**config.mk**
```make
export PLATFORM = sky130hd
export DESIGN_NAME = input_terminal_function_mapper
export DESIGN_NICKNAME = d
export VERILOG_FILES = /design/src/hw/term_map_pkg.sv /design/src/hw/terminal_role_decoder.sv /design/src/hw/external_trip_latch.sv /design/src/hw/input_terminal_function_mapper.sv
export SDC_FILE = /design/constraint.sdc
export NUM_CORES = 1
export LEC_CHECK = 0
export BUFFER_PORTS_ARGS = -buffer_cell sky130_fd_sc_hd__buf_2
export CORE_MARGIN = 2
export CORE_UTILIZATION = 61
export CTS_BUF_LIST = sky130_fd_sc_hd__clkbuf_4
export CTS_CLUSTER_SIZE = 24
export DETAILED_ROUTE_END_ITERATION = 10
export PLACE_DENSITY = 0.95
export SLEW_MARGIN = 20
export SYNTH_ARGS = -nofsm -noshare
export SYNTH_HDL_FRONTEND = slang
export SYNTH_HIERARCHICAL = 1
export SYNTH_SLANG_ARGS = --single-unit
```
**constraint.sdc**
```tcl
create_clock -name clk_sys_in -period 6.1 [get_ports clk_sys_in]
set_clock_uncertainty 0.2 [all_clocks]
set_input_delay 0.305 -clock clk_sys_in [delete_from_list [all_inputs] [get_ports clk_sys_in]]
set_output_delay 0.305 -clock clk_sys_in [all_outputs]
set_load 0.01 [all_outputs]
```
**src/hw/term_map_pkg.sv**
```systemverilog
package term_map_pkg;

    localparam int NUM_TERMS = 6;
    localparam int FN_W      = 5;
    localparam int DATA_W    = 32;
    localparam int ADR_W     = 8;
    localparam int IRQ_W     = 2;

    // Option codes
    localparam logic [4:0] OPT_FWD    = 5'h00;
    localparam logic [4:0] OPT_REV    = 5'h01;
    localparam logic [4:0] OPT_SPD0   = 5'h02;
    localparam logic [4:0] OPT_SPD1   = 5'h03;
    localparam logic [4:0] OPT_SPD2   = 5'h04;
    localparam logic [4:0] OPT_SPD3   = 5'h05;
    localparam logic [4:0] OPT_JOG    = 5'h06;
    localparam logic [4:0] OPT_DCB    = 5'h07;
    localparam logic [4:0] OPT_MOT2   = 5'h08;
    localparam logic [4:0] OPT_RAMP2  = 5'h09;
    localparam logic [4:0] OPT_UNUSED = 5'h0a;
    localparam logic [4:0] OPT_COAST  = 5'h0b;
    localparam logic [4:0] OPT_TRIP   = 5'h0c;
    localparam logic [4:0] OPT_RESET  = 5'h12;

    // Register byte offsets
    localparam logic [7:0] OFS_FUNC   = 8'h00;
    localparam logic [7:0] OFS_POL    = 8'h04;
    localparam logic [7:0] OFS_CMD    = 8'h08;
    localparam logic [7:0] OFS_TRIP   = 8'h0c;
    localparam logic [7:0] OFS_STAT   = 8'h10;
    localparam logic [7:0] OFS_MASK   = 8'h14;

    // Field positions
    localparam int CMD_ACTIVE_LSB = 16;
    localparam int TRIP_CODE_LSB  = 8;
    localparam int STAT_TRIP_BIT  = 0;
    localparam int STAT_NC_BIT    = 1;

    // Reset values and trip display code
    localparam logic [29:0] FUNC_RST = {5'h09, 5'h12, 5'h03,
                                        5'h02, 5'h01, 5'h00};
    localparam logic [5:0]  POL_RST  = 6'h00;
    localparam logic [1:0]  MASK_RST = 2'h0;
    localparam logic [7:0]  TRIP_DISPLAY_CODE = 8'h0c;

    typedef struct packed {
        logic       fwd;
        logic       rev;
        logic [3:0] speed;
        logic       jog;
        logic       dcb;
        logic       mot2;
        logic       ramp2;
        logic       coast;
        logic       freset;
    } cmd_s;

endpackage

```
**src/hw/terminal_role_decoder.sv**
```systemverilog
`timescale 1ns/1ps
`default_nettype none

module terminal_role_decoder #(
    parameter int NUM_TERMS = 6,
    parameter int FN_W      = 5
) (
    input  wire logic [NUM_TERMS-1:0]      terminals_in,
    input  wire logic [NUM_TERMS*FN_W-1:0] func_sel_in,
    input  wire logic [NUM_TERMS-1:0]      polarity_in,
    output var  term_map_pkg::cmd_s        cmd_out,
    output var  logic [NUM_TERMS-1:0]      active_out,
    output var  logic [NUM_TERMS-1:0]      trip_arm_out
);

    localparam int OPT_N = 1 << FN_W;

    logic [OPT_N-1:0] onehot [NUM_TERMS];
    logic [OPT_N-1:0] any_opt;

    function automatic logic [OPT_N-1:0] code_onehot(
        input logic [FN_W-1:0] code);
        code_onehot       = '0;
        code_onehot[code] = 1'b1;
    endfunction

    // Any option on any terminal; undefined codes simply hit no output
    for (genvar i = 0; i < NUM_TERMS; i++) begin : g_term
        wire [FN_W-1:0] fn = func_sel_in[i*FN_W +: FN_W];
        assign active_out[i]   = terminals_in[i] ^ polarity_in[i];
        assign onehot[i]       = active_out[i] ? code_onehot(fn) : '0;
        assign trip_arm_out[i] = (fn == term_map_pkg::OPT_TRIP);
    end

    always_comb begin
        any_opt = '0;
        for (int i = 0; i < NUM_TERMS; i++) begin
            any_opt = any_opt | onehot[i];
        end
    end

    assign cmd_out.fwd    = any_opt[term_map_pkg::OPT_FWD];
    assign cmd_out.rev    = any_opt[term_map_pkg::OPT_REV];
    assign cmd_out.speed  = {any_opt[term_map_pkg::OPT_SPD3],
                             any_opt[term_map_pkg::OPT_SPD2],
                             any_opt[term_map_pkg::OPT_SPD1],
                             any_opt[term_map_pkg::OPT_SPD0]};
    assign cmd_out.jog    = any_opt[term_map_pkg::OPT_JOG];
    assign cmd_out.dcb    = any_opt[term_map_pkg::OPT_DCB];
    assign cmd_out.mot2   = any_opt[term_map_pkg::OPT_MOT2];
    assign cmd_out.ramp2  = any_opt[term_map_pkg::OPT_RAMP2];
    assign cmd_out.coast  = any_opt[term_map_pkg::OPT_COAST];
    assign cmd_out.freset = any_opt[term_map_pkg::OPT_RESET];

endmodule

`default_nettype wire

```
**src/hw/external_trip_latch.sv**
```systemverilog
`timescale 1ns/1ps
`default_nettype none

module external_trip_latch #(
    parameter int NUM_TERMS = 6
) (
    input  wire logic                 clk_sys_in,
    input  wire logic                 rstn_in,
    input  wire logic [NUM_TERMS-1:0] active_in,
    input  wire logic [NUM_TERMS-1:0] arm_in,
    input  wire logic                 clear_in,
    output var  logic                 trip_event_out,
    output var  logic                 trip_latched_out
);

    logic                 primed_reg;
    logic [NUM_TERMS-1:0] prev_reg;
    logic                 latched_reg;
    logic                 event_reg;

    // First cycle only loads history, so a level present at reset
    // release is not mistaken for an edge
    wire rise_w = primed_reg & (|(active_in & ~prev_reg & arm_in));
    wire latched_next = rise_w | (latched_reg & ~clear_in);

    always_ff @(posedge clk_sys_in or negedge rstn_in) begin
        if (!rstn_in) begin
            primed_reg  <= 1'b0;
            prev_reg    <= '0;
            latched_reg <= 1'b0;
            event_reg   <= 1'b0;
        end else begin
            primed_reg  <= 1'b1;
            prev_reg    <= active_in;
            latched_reg <= latched_next;
            event_reg   <= rise_w;
        end
    end

    assign trip_event_out   = event_reg;
    assign trip_latched_out = latched_reg;

    a_trip_on_rise: assert property (
        @(posedge clk_sys_in) disable iff (!rstn_in)
        rise_w |=> trip_latched_out && trip_event_out)
        else $error("trip not latched on rising edge");

    a_trip_history: assert property (
        @(posedge clk_sys_in) disable iff (!rstn_in)
        trip_latched_out && !clear_in |=> trip_latched_out)
        else $error("trip history lost without reset");

    a_no_fall_trip: assert property (
        @(posedge clk_sys_in) disable iff (!rstn_in)
        primed_reg && !trip_latched_out && !(|(active_in & arm_in))
        |=> !trip_latched_out)
        else $error("trip raised without rising edge");

endmodule

`default_nettype wire

```
**src/hw/input_terminal_function_mapper.sv**
```systemverilog
// Notes on behaviour
// Six terminals, each takes the role chosen by its own option code.
// Per-terminal polarity decides active high or low before decoding.
// Option 00 active means forward run, inactive means stop.
// Option 01 active means reverse run, inactive means stop.
// Options 02 to 05 give speed index bits 0 to 3.
// Option 06 active runs at jog frequency, inactive means stop.
// Option 07 active applies DC braking during deceleration.
// Option 08 active selects the second motor parameter set.
// Option 09 active selects second-stage ramp values.
// Option 11 active turns output off so the motor coasts.
// Option 12 rising active edge latches a trip, showing code 12.
// Falling edge never trips; latched trip stays until reset.
// Same option on several terminals gives the OR of them.
// Polarity defaults to active high, each may be set active low.
// A terminal holding option 18 can never be active low.
// Undefined codes such as 10 drive no command at all.
`timescale 1ns/1ps
`default_nettype none

module input_terminal_function_mapper #(
    parameter int NUM_TERMS = 6
) (
    input  wire logic                 clk_sys_in,
    input  wire logic                 rstn_in,
    input  wire logic [NUM_TERMS-1:0] terminals_in,
    input  wire logic                 wb_cyc_in,
    input  wire logic                 wb_stb_in,
    input  wire logic                 wb_we_in,
    input  wire logic [7:0]           wb_adr_in,
    input  wire logic [3:0]           wb_sel_in,
    input  wire logic [31:0]          wb_dat_in,
    output var  logic [31:0]          wb_dat_out,
    output var  logic                 wb_ack_out,
    output var  logic                 forward_run_cmd_out,
    output var  logic                 reverse_run_cmd_out,
    output var  logic [3:0]           speed_index_out,
    output var  logic                 jog_cmd_out,
    output var  logic                 dc_brake_cmd_out,
    output var  logic                 second_motor_sel_out,
    output var  logic                 dual_ramp_select_out,
    output var  logic                 coast_stop_cmd_out,
    output var  logic                 fault_reset_cmd_out,
    output var  logic                 external_trip_out,
    output var  logic [7:0]           external_trip_display_code_out,
    output var  logic                 irq_out
);

    localparam int FN_W  = term_map_pkg::FN_W;
    localparam int SEL_W = NUM_TERMS * FN_W;

    function automatic logic [NUM_TERMS-1:0] reset_mask(
        input logic [SEL_W-1:0] fsel);
        for (int i = 0; i < NUM_TERMS; i++) begin
            reset_mask[i] = (fsel[i*FN_W +: FN_W] == term_map_pkg::OPT_RESET);
        end
    endfunction

    function automatic logic [31:0] lane_merge(
        input logic [31:0] old_val,
        input logic [31:0] new_val,
        input logic [3:0]  sel);
        for (int b = 0; b < 4; b++) begin
            lane_merge[b*8 +: 8] = sel[b] ? new_val[b*8 +: 8]
                                          : old_val[b*8 +: 8];
        end
    endfunction

    logic [SEL_W-1:0]                   func_reg;
    logic [NUM_TERMS-1:0]               pol_reg;
    logic [term_map_pkg::IRQ_W-1:0]     stat_reg;
    logic [term_map_pkg::IRQ_W-1:0]     mask_reg;
    logic                               ack_reg;
    logic [31:0]                        dat_reg;
    term_map_pkg::cmd_s                 cmd_reg;
    logic [7:0]                         code_reg;
    logic                               irq_reg;

    term_map_pkg::cmd_s                 cmd_w;
    logic [NUM_TERMS-1:0]               active_w;
    logic [NUM_TERMS-1:0]               arm_w;
    logic                               trip_evt_w;
    logic                               trip_lat_w;

    // Bus decode: one wait state, every access acknowledged
    wire req_w      = wb_cyc_in & wb_stb_in & ~ack_reg;
    // Writes land at the ack edge, once the master has seen the answer
    wire wr_w       = wb_cyc_in & wb_stb_in & wb_we_in & ack_reg;
    wire sel_func_w = (wb_adr_in[7:2] == term_map_pkg::OFS_FUNC[7:2]);
    wire sel_pol_w  = (wb_adr_in[7:2] == term_map_pkg::OFS_POL[7:2]);
    wire sel_cmd_w  = (wb_adr_in[7:2] == term_map_pkg::OFS_CMD[7:2]);
    wire sel_trip_w = (wb_adr_in[7:2] == term_map_pkg::OFS_TRIP[7:2]);
    wire sel_stat_w = (wb_adr_in[7:2] == term_map_pkg::OFS_STAT[7:2]);
    wire sel_mask_w = (wb_adr_in[7:2] == term_map_pkg::OFS_MASK[7:2]);

    wire [31:0] func_wide_w = {{(32-SEL_W){1'b0}}, func_reg};
    wire [31:0] pol_wide_w  = {{(32-NUM_TERMS){1'b0}}, pol_reg};
    wire [31:0] mask_wide_w = {30'h0, mask_reg};

    wire [31:0] func_mrg_w = lane_merge(func_wide_w, wb_dat_in, wb_sel_in);
    wire [31:0] pol_mrg_w  = lane_merge(pol_wide_w, wb_dat_in, wb_sel_in);
    wire [31:0] mask_mrg_w = lane_merge(mask_wide_w, wb_dat_in, wb_sel_in);

    wire [SEL_W-1:0] func_next =
        (wr_w & sel_func_w) ? func_mrg_w[SEL_W-1:0] : func_reg;
    wire [NUM_TERMS-1:0] pol_cand_w =
        (wr_w & sel_pol_w) ? pol_mrg_w[NUM_TERMS-1:0] : pol_reg;
    // Reset-role terminals are forced back to active high on any write
    wire [NUM_TERMS-1:0] rst_role_w = reset_mask(func_next);
    wire [NUM_TERMS-1:0] pol_next   = pol_cand_w & ~rst_role_w;
    wire nc_refused_w = wr_w & (sel_pol_w | sel_func_w)
                      & (|(pol_cand_w & rst_role_w));

    wire [term_map_pkg::IRQ_W-1:0] mask_next =
        (wr_w & sel_mask_w) ? mask_mrg_w[term_map_pkg::IRQ_W-1:0]
                            : mask_reg;

    // Write-one-to-clear; a new event in the same cycle wins
    wire [term_map_pkg::IRQ_W-1:0] stat_clr_w =
        (wr_w & sel_stat_w & wb_sel_in[0])
            ? wb_dat_in[term_map_pkg::IRQ_W-1:0] : '0;
    wire [term_map_pkg::IRQ_W-1:0] stat_set_w = {nc_refused_w, trip_evt_w};
    wire [term_map_pkg::IRQ_W-1:0] stat_next =
        stat_set_w | (stat_reg & ~stat_clr_w);

    wire sw_trip_clr_w = wr_w & sel_trip_w & wb_sel_in[0] & wb_dat_in[0];
    wire trip_clr_w    = sw_trip_clr_w | cmd_w.freset;

    wire [7:0] code_next =
        trip_lat_w ? term_map_pkg::TRIP_DISPLAY_CODE : 8'h00;

    wire [31:0] rd_cmd_w  = {{(16-NUM_TERMS){1'b0}}, active_w,
                             4'h0, cmd_w};
    wire [31:0] rd_trip_w = {16'h0, code_reg, 7'h0, trip_lat_w};
    wire [31:0] rd_w = sel_func_w ? func_wide_w
                     : sel_pol_w  ? pol_wide_w
                     : sel_cmd_w  ? rd_cmd_w
                     : sel_trip_w ? rd_trip_w
                     : sel_stat_w ? {30'h0, stat_reg}
                     : sel_mask_w ? mask_wide_w
                     : 32'h0;

    terminal_role_decoder #(
        .NUM_TERMS (NUM_TERMS),
        .FN_W      (FN_W)
    ) u_decode (
        .terminals_in (terminals_in),
        .func_sel_in  (func_reg),
        .polarity_in  (pol_reg),
        .cmd_out      (cmd_w),
        .active_out   (active_w),
        .trip_arm_out (arm_w)
    );

    external_trip_latch #(
        .NUM_TERMS (NUM_TERMS)
    ) u_trip (
        .clk_sys_in       (clk_sys_in),
        .rstn_in          (rstn_in),
        .active_in        (active_w),
        .arm_in           (arm_w),
        .clear_in         (trip_clr_w),
        .trip_event_out   (trip_evt_w),
        .trip_latched_out (trip_lat_w)
    );

    always_ff @(posedge clk_sys_in or negedge rstn_in) begin
        if (!rstn_in) begin
            func_reg <= term_map_pkg::FUNC_RST;
            pol_reg  <= term_map_pkg::POL_RST;
            mask_reg <= term_map_pkg::MASK_RST;
            stat_reg <= '0;
            ack_reg  <= 1'b0;
            dat_reg  <= 32'h0;
        end else begin
            func_reg <= func_next;
            pol_reg  <= pol_next;
            mask_reg <= mask_next;
            stat_reg <= stat_next;
            ack_reg  <= req_w;
            if (req_w) begin
                dat_reg <= rd_w;
            end
        end
    end

    always_ff @(posedge clk_sys_in or negedge rstn_in) begin
        if (!rstn_in) begin
            cmd_reg  <= '0;
            code_reg <= 8'h00;
            irq_reg  <= 1'b0;
        end else begin
            cmd_reg  <= cmd_w;
            code_reg <= code_next;
            irq_reg  <= |(stat_next & mask_next);
        end
    end

    assign wb_ack_out                     = ack_reg;
    assign wb_dat_out                     = dat_reg;
    assign forward_run_cmd_out            = cmd_reg.fwd;
    assign reverse_run_cmd_out            = cmd_reg.rev;
    assign speed_index_out                = cmd_reg.speed;
    assign jog_cmd_out                    = cmd_reg.jog;
    assign dc_brake_cmd_out               = cmd_reg.dcb;
    assign second_motor_sel_out           = cmd_reg.mot2;
    assign dual_ramp_select_out           = cmd_reg.ramp2;
    assign coast_stop_cmd_out             = cmd_reg.coast;
    assign fault_reset_cmd_out            = cmd_reg.freset;
    assign external_trip_out              = trip_lat_w;
    assign external_trip_display_code_out = code_reg;
    assign irq_out                        = irq_reg;

    // Independent references for the checks below
    logic [NUM_TERMS-1:0] fwd_hit_w;
    logic [NUM_TERMS-1:0] undef_w;
    for (genvar i = 0; i < NUM_TERMS; i++) begin : g_ref
        wire [FN_W-1:0] fn = func_reg[i*FN_W +: FN_W];
        assign fwd_hit_w[i] = active_w[i] & (fn == term_map_pkg::OPT_FWD);
        assign undef_w[i]   = (fn == term_map_pkg::OPT_UNUSED);
    end

    a_polarity_apply: assert property (
        @(posedge clk_sys_in) disable iff (!rstn_in)
        active_w == (terminals_in ^ pol_reg))
        else $error("terminal polarity not applied");

    a_fwd_follow: assert property (
        @(posedge clk_sys_in) disable iff (!rstn_in)
        ##1 forward_run_cmd_out == $past(|fwd_hit_w))
        else $error("forward run does not follow terminals");

    a_rev_follow: assert property (
        @(posedge clk_sys_in) disable iff (!rstn_in)
        !cmd_w.rev |=> !reverse_run_cmd_out)
        else $error("reverse run without active terminal");

    a_speed_index: assert property (
        @(posedge clk_sys_in) disable iff (!rstn_in)
        ##1 speed_index_out == $past(cmd_w.speed))
        else $error("speed index mismatch");

    a_jog_follow: assert property (
        @(posedge clk_sys_in) disable iff (!rstn_in)
        cmd_w.jog |=> jog_cmd_out)
        else $error("jog command missed");

    a_brake_follow: assert property (
        @(posedge clk_sys_in) disable iff (!rstn_in)
        $rose(cmd_w.dcb) |=> $rose(dc_brake_cmd_out))
        else $error("dc brake command late");

    a_motor2_sel: assert property (
        @(posedge clk_sys_in) disable iff (!rstn_in)
        !cmd_w.mot2 |=> !second_motor_sel_out)
        else $error("second motor set without command");

    a_ramp2_sel: assert property (
        @(posedge clk_sys_in) disable iff (!rstn_in)
        cmd_w.ramp2 |=> dual_ramp_select_out)
        else $error("second ramp select missed");

    a_coast_stop: assert property (
        @(posedge clk_sys_in) disable iff (!rstn_in)
        ##1 coast_stop_cmd_out == $past(cmd_w.coast))
        else $error("coast stop mismatch");

    a_trip_code: assert property (
        @(posedge clk_sys_in) disable iff (!rstn_in)
        trip_lat_w |=> external_trip_display_code_out
                        == term_map_pkg::TRIP_DISPLAY_CODE)
        else $error("trip display code missing");

    a_or_merge: assert property (
        @(posedge clk_sys_in) disable iff (!rstn_in)
        cmd_w.fwd == (|fwd_hit_w))
        else $error("shared option not ORed");

    a_reset_no_nc: assert property (
        @(posedge clk_sys_in) disable iff (!rstn_in)
        (pol_reg & reset_mask(func_reg)) == '0)
        else $error("reset role set active low");

    a_undef_idle: assert property (
        @(posedge clk_sys_in) disable iff (!rstn_in)
        &undef_w |=> cmd_reg == '0)
        else $error("undefined option drove a command");

    a_irq_level: assert property (
        @(posedge clk_sys_in) disable iff (!rstn_in)
        ##1 irq_out == (|(stat_reg & mask_reg)))
        else $error("interrupt level mismatch");

endmodule

`default_nettype wire

```
==> impl_metrics.toml, run 1 <==
[sta]
tightest_slew_ns = 0.844
fin_ws_ns = 3.04
rsz0062_at_grt = "no"
hold_slack_ns = 0.00503
maxSlewViolCount = 0
setup_viol = 0
setup_tns_ns = 0
hold_viol = 0
max_slew_margin_pct = 43.3
finalCritPeriodShare_pct = 50.2
fmax_ghz = 0.327
period_minus_slack_ns = 3.06

[global_routing]
antenna_found_initial = 1
gr-usage-met2_pct = 61.7
grtUsageMet1_pct = 53.0
grt.busiest_layer = "met2"
grt_pass1_vias = 4858
grt_use_total_pct = 40.7
overflow = 0
grt_max_degree = 95
grt_pass1_wl_um = 27400
met3_usage_pct = 8.30

[synth]
synth_warnings = 6
seq_area_frac_synth_pct = 46.3
synth_common_cells = "86 x dfrtp_1, 65 x nand2_1, 32 x mux2_2, 31 x nand3_1, 28 x a22oi_1"
synth_ff_type = "dfrtp_1"
synth_top_area_share_pct = 42.2
synth-compound-area-share_pct = 12.0
synthSimpleGateAreaFrac_pct = 25.8
synth_fa_ha_area_share_pct = 0
synth_mux_area_share_pct = 10.3
yosys.area.top_type = "dfrtp_1"
synth_edf_count = 0
yosysMostFrequentCell = "dfrtp_1"
synthArstFlopShare_pct = 100
synth_xor_area_share_pct = 2.13
synth_top_family_by_area = "simple AND/OR/NAND/NOR gates"
syn_area_per_cell_um2 = 10.0
netlist_area_mm2 = 0.00510
synthDistinctLibCells = 64
synthCells = 508
yosys_register_bits = 94
synth_area_leaders = "dfrtp_1 42%, mux2_2 7.1%, nand2_1 4.8%, a22oi_1 4.1%, dfstp_2 4.1%"

[drt]
drt_pass1_iterations = 6
drc_errors = 0
vias = 4963
detailedRoute.firstIterationViolations = 597
viasPerCell = 6.68
antenna_left = 0
wire_per_inst_um = 23.9
routed_wl_um = 17800

[cells_and_area]
finish.utilization_pct = 74.4
final_area_mm2 = 0.00608
drive_above_1_share_pct = 29.2
fin_nets = 687
area_growth_pct = 19.2
finalNonFillerCells = 743

[critical_path]
r2r_end = "stat_reg[1]$_DFF_PN0_"
worstPathCellList = "and4_1 > nand4_1 > or3_1 > a22oi_1 > nand2b_1 > a21boi_1"
crit_slowest_cell = "nand4_1"
cp_slowest_stage_delay_ns = 0.54
cp_max_fo = 11
critPathCapture = "stat_reg[1]$_DFF_PN0_"
setup.worst_path.start = "wb_ack_out$_DFF_PN0_"
setup.worst_path.end_class = "flip-flop"
rr_worst_depth = 6
rrSetupSlack_ns = 3.04
crit_type = "flip-flop to flip-flop"
worstPathRequired_ns = 6.27
worst_ep_arrival_time_ns = 3.23
start_kind = "flip-flop"
r2r-start = "wb_ack_out$_DFF_PN0_"

[min_path]
hold_path_class = "input pin to flip-flop"

[clock_network]
ctsRootBufferMaster = "clkbuf_4"
clock-sinks = 94
htree_levels = 3
insertion_delay_ns = 0.45
cts_buffer_depth = 2
clkTransAtPathRegs_ns = 0.16
cts_tree = "done"
numCtsBuffers = 9

[power_and_ir_drop]
power_frac_clock_pct = 31.2
pwr_density_cell_mw_per_mm2 = 178
p_leak_nw = 2.97
seqPwrFrac_pct = 58.7
comb_power_share_pct = 10.1
ir_drop_uv = 129
p_switching_mw = 0.290
power_mw = 1.08
power.internal_mw = 0.795
switching_share_pct = 26.7

[placed_design]
port_buffers = 97
placed_area_mm2 = 0.00563
post-place-ws_ns = 2.85
hpwl_um = 11700
numPlacedInstances = 695
place_congestion = 0.975

[die]
fp-row-count = 33
coreArea_mm2 = 0.00818
boundaryPins = 110
dieHeight_um = 95.4
start_util_pct = 62.4
dieArea_mm2 = 0.00911
dieWidth_um = 95.4

[run]
drv_cap = 0

[run_status]
status = "complete, no violations"
## layout make-up
class | instances | area [um^2]
inverters | 13 | 51.3
clock buffers | 9 | 67.6
well taps | 105 | 131
diodes | 1 | 2.50
flip-flops and latches | 94 | 2360
clock inverters | 7 | 63.8
fillers | 555 | 2090
multi-input cells | 385 | 2590
repair buffers | 129 | 810
## worst max-delay path: cells and delay by family (launching register included)
family,cells,cell delay (ns)
compound gates,2,0.58
simple gates,4,1.71
flops,1,0.49
## kinds of logic after synthesis
kind of cell              Yosys count
xor gates and xnor gates            6
buffers and inverters              36
muxes                              48
AOI/OAI and AO/OA                  89
other                               2
and+or+nand+nor                   233
DFF                                94
## power by group through the flow
| stage | logic (mW) | clock network (mW) | registers (mW) |
|---|---|---|---|
| floorplan | 0.0419 | 0 | 0.647 |
| global placement | 0.0841 | 0 | 0.647 |
| detailed placement | 0.0876 | 0 | 0.648 |
| CTS | 0.103 | 0.335 | 0.636 |
| global route | 0.118 | 0.362 | 0.638 |
| finish | 0.109 | 0.339 | 0.637 |
## how the worst min path moves through the flow
stage | from | endpoint | slack [ns] | cells after the start
5_1_grt | terminals_in[4] | u_trip/prev_reg[4]$_DFF_PN0_ | 0.002 | 3
3_3_place_gp | wb_dat_out[23]$_DFFE_PN0P_ | wb_dat_out[23]$_DFFE_PN0P_ | 0.25 | 2
3_5_place_dp | wb_dat_out[23]$_DFFE_PN0P_ | wb_dat_out[23]$_DFFE_PN0P_ | 0.25 | 2
6_report | terminals_in[4] | u_trip/prev_reg[4]$_DFF_PN0_ | 0.005 | 3
2_1_floorplan | rstn_in | coast_stop_cmd_out$_DFF_PN0_ | -0.19 | 0
4_1_cts | terminals_in[4] | u_trip/prev_reg[4]$_DFF_PN0_ | 0.003 | 3
## layer usage
metal / routed length (um) / up-vias
li1: - / 2102
met1: 6650 / 2296
met2: 7840 / 443
met3: 1800 / 122
met4: 1490 / 0
met5: 0 / -
## repair_timing
| action | 4_1_cts | 5_1_grt |
|---|---|---|
| gates resized for setup | 0 | 0 |
| buffers inserted | 0 | 0 |
| hold buffers | 31 | 0 |
| hold endpoints to repair | 116 | 0 |
## cell usage in the layout, fill, tap and decap left out, types with 6 or more instances in the layout
cell type | synthesis | routed
and4b_1 | 6 | 6
buf_2 | 0 | 96
nand2_1 | 65 | 65
nor2b_1 | 6 | 6
nor2_1 | 27 | 27
o21ai_0 | 22 | 22
a21oi_1 | 12 | 12
inv_1 | 7 | 7
mux2_2 | 32 | 32
a22oi_1 | 28 | 28
nand3_1 | 31 | 31
nand2b_1 | 6 | 6
nor3b_1 | 23 | 23
dfstp_2 | 8 | 8
mux2i_1 | 15 | 15
nor3_1 | 16 | 16
nand4_1 | 6 | 6
and3_1 | 9 | 9
dlygate4sd3_1 | 0 | 31
clkbuf_4 | 0 | 9
conb_1 | 2 | 9
dfrtp_1 | 86 | 86
Note: power is estimated with default switching activity, not from simulation.
==> inputs of run 2 (changes only) <==
--- a/config.mk
+++ b/config.mk
@@ -7,7 +7,7 @@
 export LEC_CHECK = 0
 export BUFFER_PORTS_ARGS = -buffer_cell sky130_fd_sc_hd__buf_2
 export CORE_MARGIN = 2
-export CORE_UTILIZATION = 61
+export CORE_UTILIZATION = 57
 export CTS_BUF_LIST = sky130_fd_sc_hd__clkbuf_4
 export CTS_CLUSTER_SIZE = 24
 export DETAILED_ROUTE_END_ITERATION = 10
==> constraint.sdc (replaced) <==
create_clock -name clk_sys_in -period 3 [get_ports clk_sys_in]
set_clock_uncertainty 0.2 [all_clocks]
set_input_delay 0.15 -clock clk_sys_in [delete_from_list [all_inputs] [get_ports clk_sys_in]]
set_output_delay 0.15 -clock clk_sys_in [all_outputs]
set_load 0.01 [all_outputs]
==> run 2 against run 1 <==
Net effect:
- non-clock buffer count is 23 higher
- largest power group unchanged
- hold slack improved by 0.025 ns
- clock-buffer cell count is 1 higher
- sequential power grew 100%
- clock power is 100% higher
- highest routed layer unchanged
- cell area rose by 3.6%
- critical path type is now input pin to flip-flop
- first-iteration DRC count shrank 15%
- register-to-register slack worse by 2.6 ns
- total power is 100% higher
- cell count grew 3.4%
==> impl_metrics.toml, run 2 (synthesis gave the netlist of run 1 again) <==
[global_routing]
antenna_found_initial = 0
grt_pass1_wl_um = 24800
grt_pass1_vias = 4797
grt_use_total_pct = 33.1
grt_max_degree = 50
overflow = 0

[critical_path]
cp_max_fo = 14
crit_type = "input pin to flip-flop"
worstPathRequired_ns = 3.15
start_kind = "input pin"
setup.worst_path.start = "wb_adr_in[3]"
worst_ep_arrival_time_ns = 2.80
setup.worst_path.end_class = "flip-flop"
r2r-start = "wb_ack_out$_DFF_PN0_"

[sta]
hold_viol = 0
setup_tns_ns = 0
maxSlewViolCount = 0
tightest_slew_ns = 0.738
hold_slack_ns = 0.0305
max_slew_margin_pct = 50.7
setup_viol = 0
finalCritPeriodShare_pct = 88.3
period_minus_slack_ns = 2.65
fmax_ghz = 0.377
rsz0062_at_grt = "no"

[power_and_ir_drop]
p_leak_nw = 3.08
pwr_density_cell_mw_per_mm2 = 351
ir_drop_uv = 215
seqPwrFrac_pct = 58.4
power.internal_mw = 1.64
comb_power_share_pct = 10.5
p_switching_mw = 0.574
power_frac_clock_pct = 31.0
power_mw = 2.22
switching_share_pct = 25.9

[die]
dieArea_mm2 = 0.00972
fp-row-count = 34
dieWidth_um = 98.6
boundaryPins = 110
dieHeight_um = 98.6
start_util_pct = 58.5
coreArea_mm2 = 0.00872

[drt]
antenna_left = 0
viasPerCell = 6.35
drc_errors = 0
vias = 4880
routed_wl_um = 16100
wire_per_inst_um = 20.9
detailedRoute.firstIterationViolations = 509
drt_pass1_iterations = 6

[clock_network]
clkTransAtPathRegs_ns = 0.16
clock-sinks = 94
htree_levels = 3
insertion_delay_ns = 0.45
cts_tree = "done"
numCtsBuffers = 9
cts_buffer_depth = 2
ctsRootBufferMaster = "clkbuf_4"
cts_resized = 0
post_cts_buffers = 0

[cells_and_area]
fill_cells = 574
drive_above_1_share_pct = 29.8
fin_nets = 710
area_growth_pct = 23.6
finish.utilization_pct = 72.3
layout_commonest_cell = "buf_2"
mostFrequentLayoutCells = "96 x buf_2, 86 x dfrtp_1, 65 x nand2_1"
antenna_cells = 0

[min_path]
hold_path_class = "input pin to asynchronous set/reset pin"

[placed_design]
hpwl_um = 11400
place_congestion = 0.936
port_buffers = 97

[run_status]
status = "complete, no violations"

[run]
drv_cap = 0
==> run 2: changes by cell type in the layout (fill, tap and decap cells not counted), sizes merged <==
cell | before | now
clkinvlp | 1 | 2
dlygate4sd3 | 31 | 44
clkbuf | 9 | 10
clkinv | 4 | 3
buf | 98 | 108
inv | 14 | 13
diode | 1 | 0
==> run 2: per-stage QoR <==
step | area, um^2 | instances | setup slack [ns]
after floorplan | 5130 | 515 | 0.620
after CTS | 6300 | 768 | 0.387
after global placement | 5730 | 708 | 0.479
after global routing | 6300 | 768 | 0.206
after detailed placement | 5730 | 708 | 0.447
final | 6300 | 768 | 0.350
==> run 2: final cells by class <==
cell class | instances | area [um^2] | share of cell area (%)
Inverter | 13 | 51.3 | 0.814
Timing Repair Buffer | 152 | 1020 | 16.2
Clock buffer | 10 | 75.1 | 1.19
Sequential cell | 94 | 2360 | 37.5
Multi-Input combinational cell | 385 | 2590 | 41.1
Clock inverter | 6 | 62.6 | 0.992
Tap cell | 108 | 135 | 2.14
==> run 2: power by group through the flow <==
stage | clock (mW) | combinational, mW | sequential, mW
finish | 0.688 | 0.234 | 1.29
global route | 0.744 | 0.252 | 1.30
CTS | 0.693 | 0.226 | 1.29
detailed placement | 0 | 0.184 | 1.32
global placement | 0 | 0.177 | 1.32
floorplan | 0 | 0.0852 | 1.32
==> run 2: metal layers <==
layer	GRT usage (%)	vias to the layer above	wire, um
li1	-	2158	-
met4	17.8	0	796
met2	53.3	324	7670
met3	4.89	60	1420
met1	43.4	2338	6180
met5	0	-	0
==> run 2: final timing paths <==
| kind | to | slack (ns) | cells after the start |
|---|---|---|---|
| max in group asynchronous | func_reg[24]$_DFF_PN1_ | 1.85 | 3 |
| max reg2reg | irq_out$_DFF_PN0_ | 0.47 | 6 |
| min reg2reg | wb_dat_out[27]$_DFFE_PN0P_ | 0.28 | 2 |
| min in group clk_sys_in | wb_dat_out[11]$_DFFE_PN0P_ | 0.03 | 4 |
| max | irq_out$_DFF_PN0_ | 0.35 | 9 |
| min | func_reg[23]$_DFF_PN0_ | 0.03 | 2 |
==> run 2: worst max-delay path, cell delays in order <==
cell and delay (ns):
dlygate4sd3_1 0.54, buf_2 0.21, or3_4 0.44, nor4_4 0.25, buf_4 0.21, mux2_4 0.32, a21boi_2 0.16, nor4_2 0.37
o211ai_2 0.13
==> run 2: what timing repair did <==
action,CTS,global route
hold buffers,44,0
endpoints found under the setup margin,0,0
hold endpoints to repair,136,0
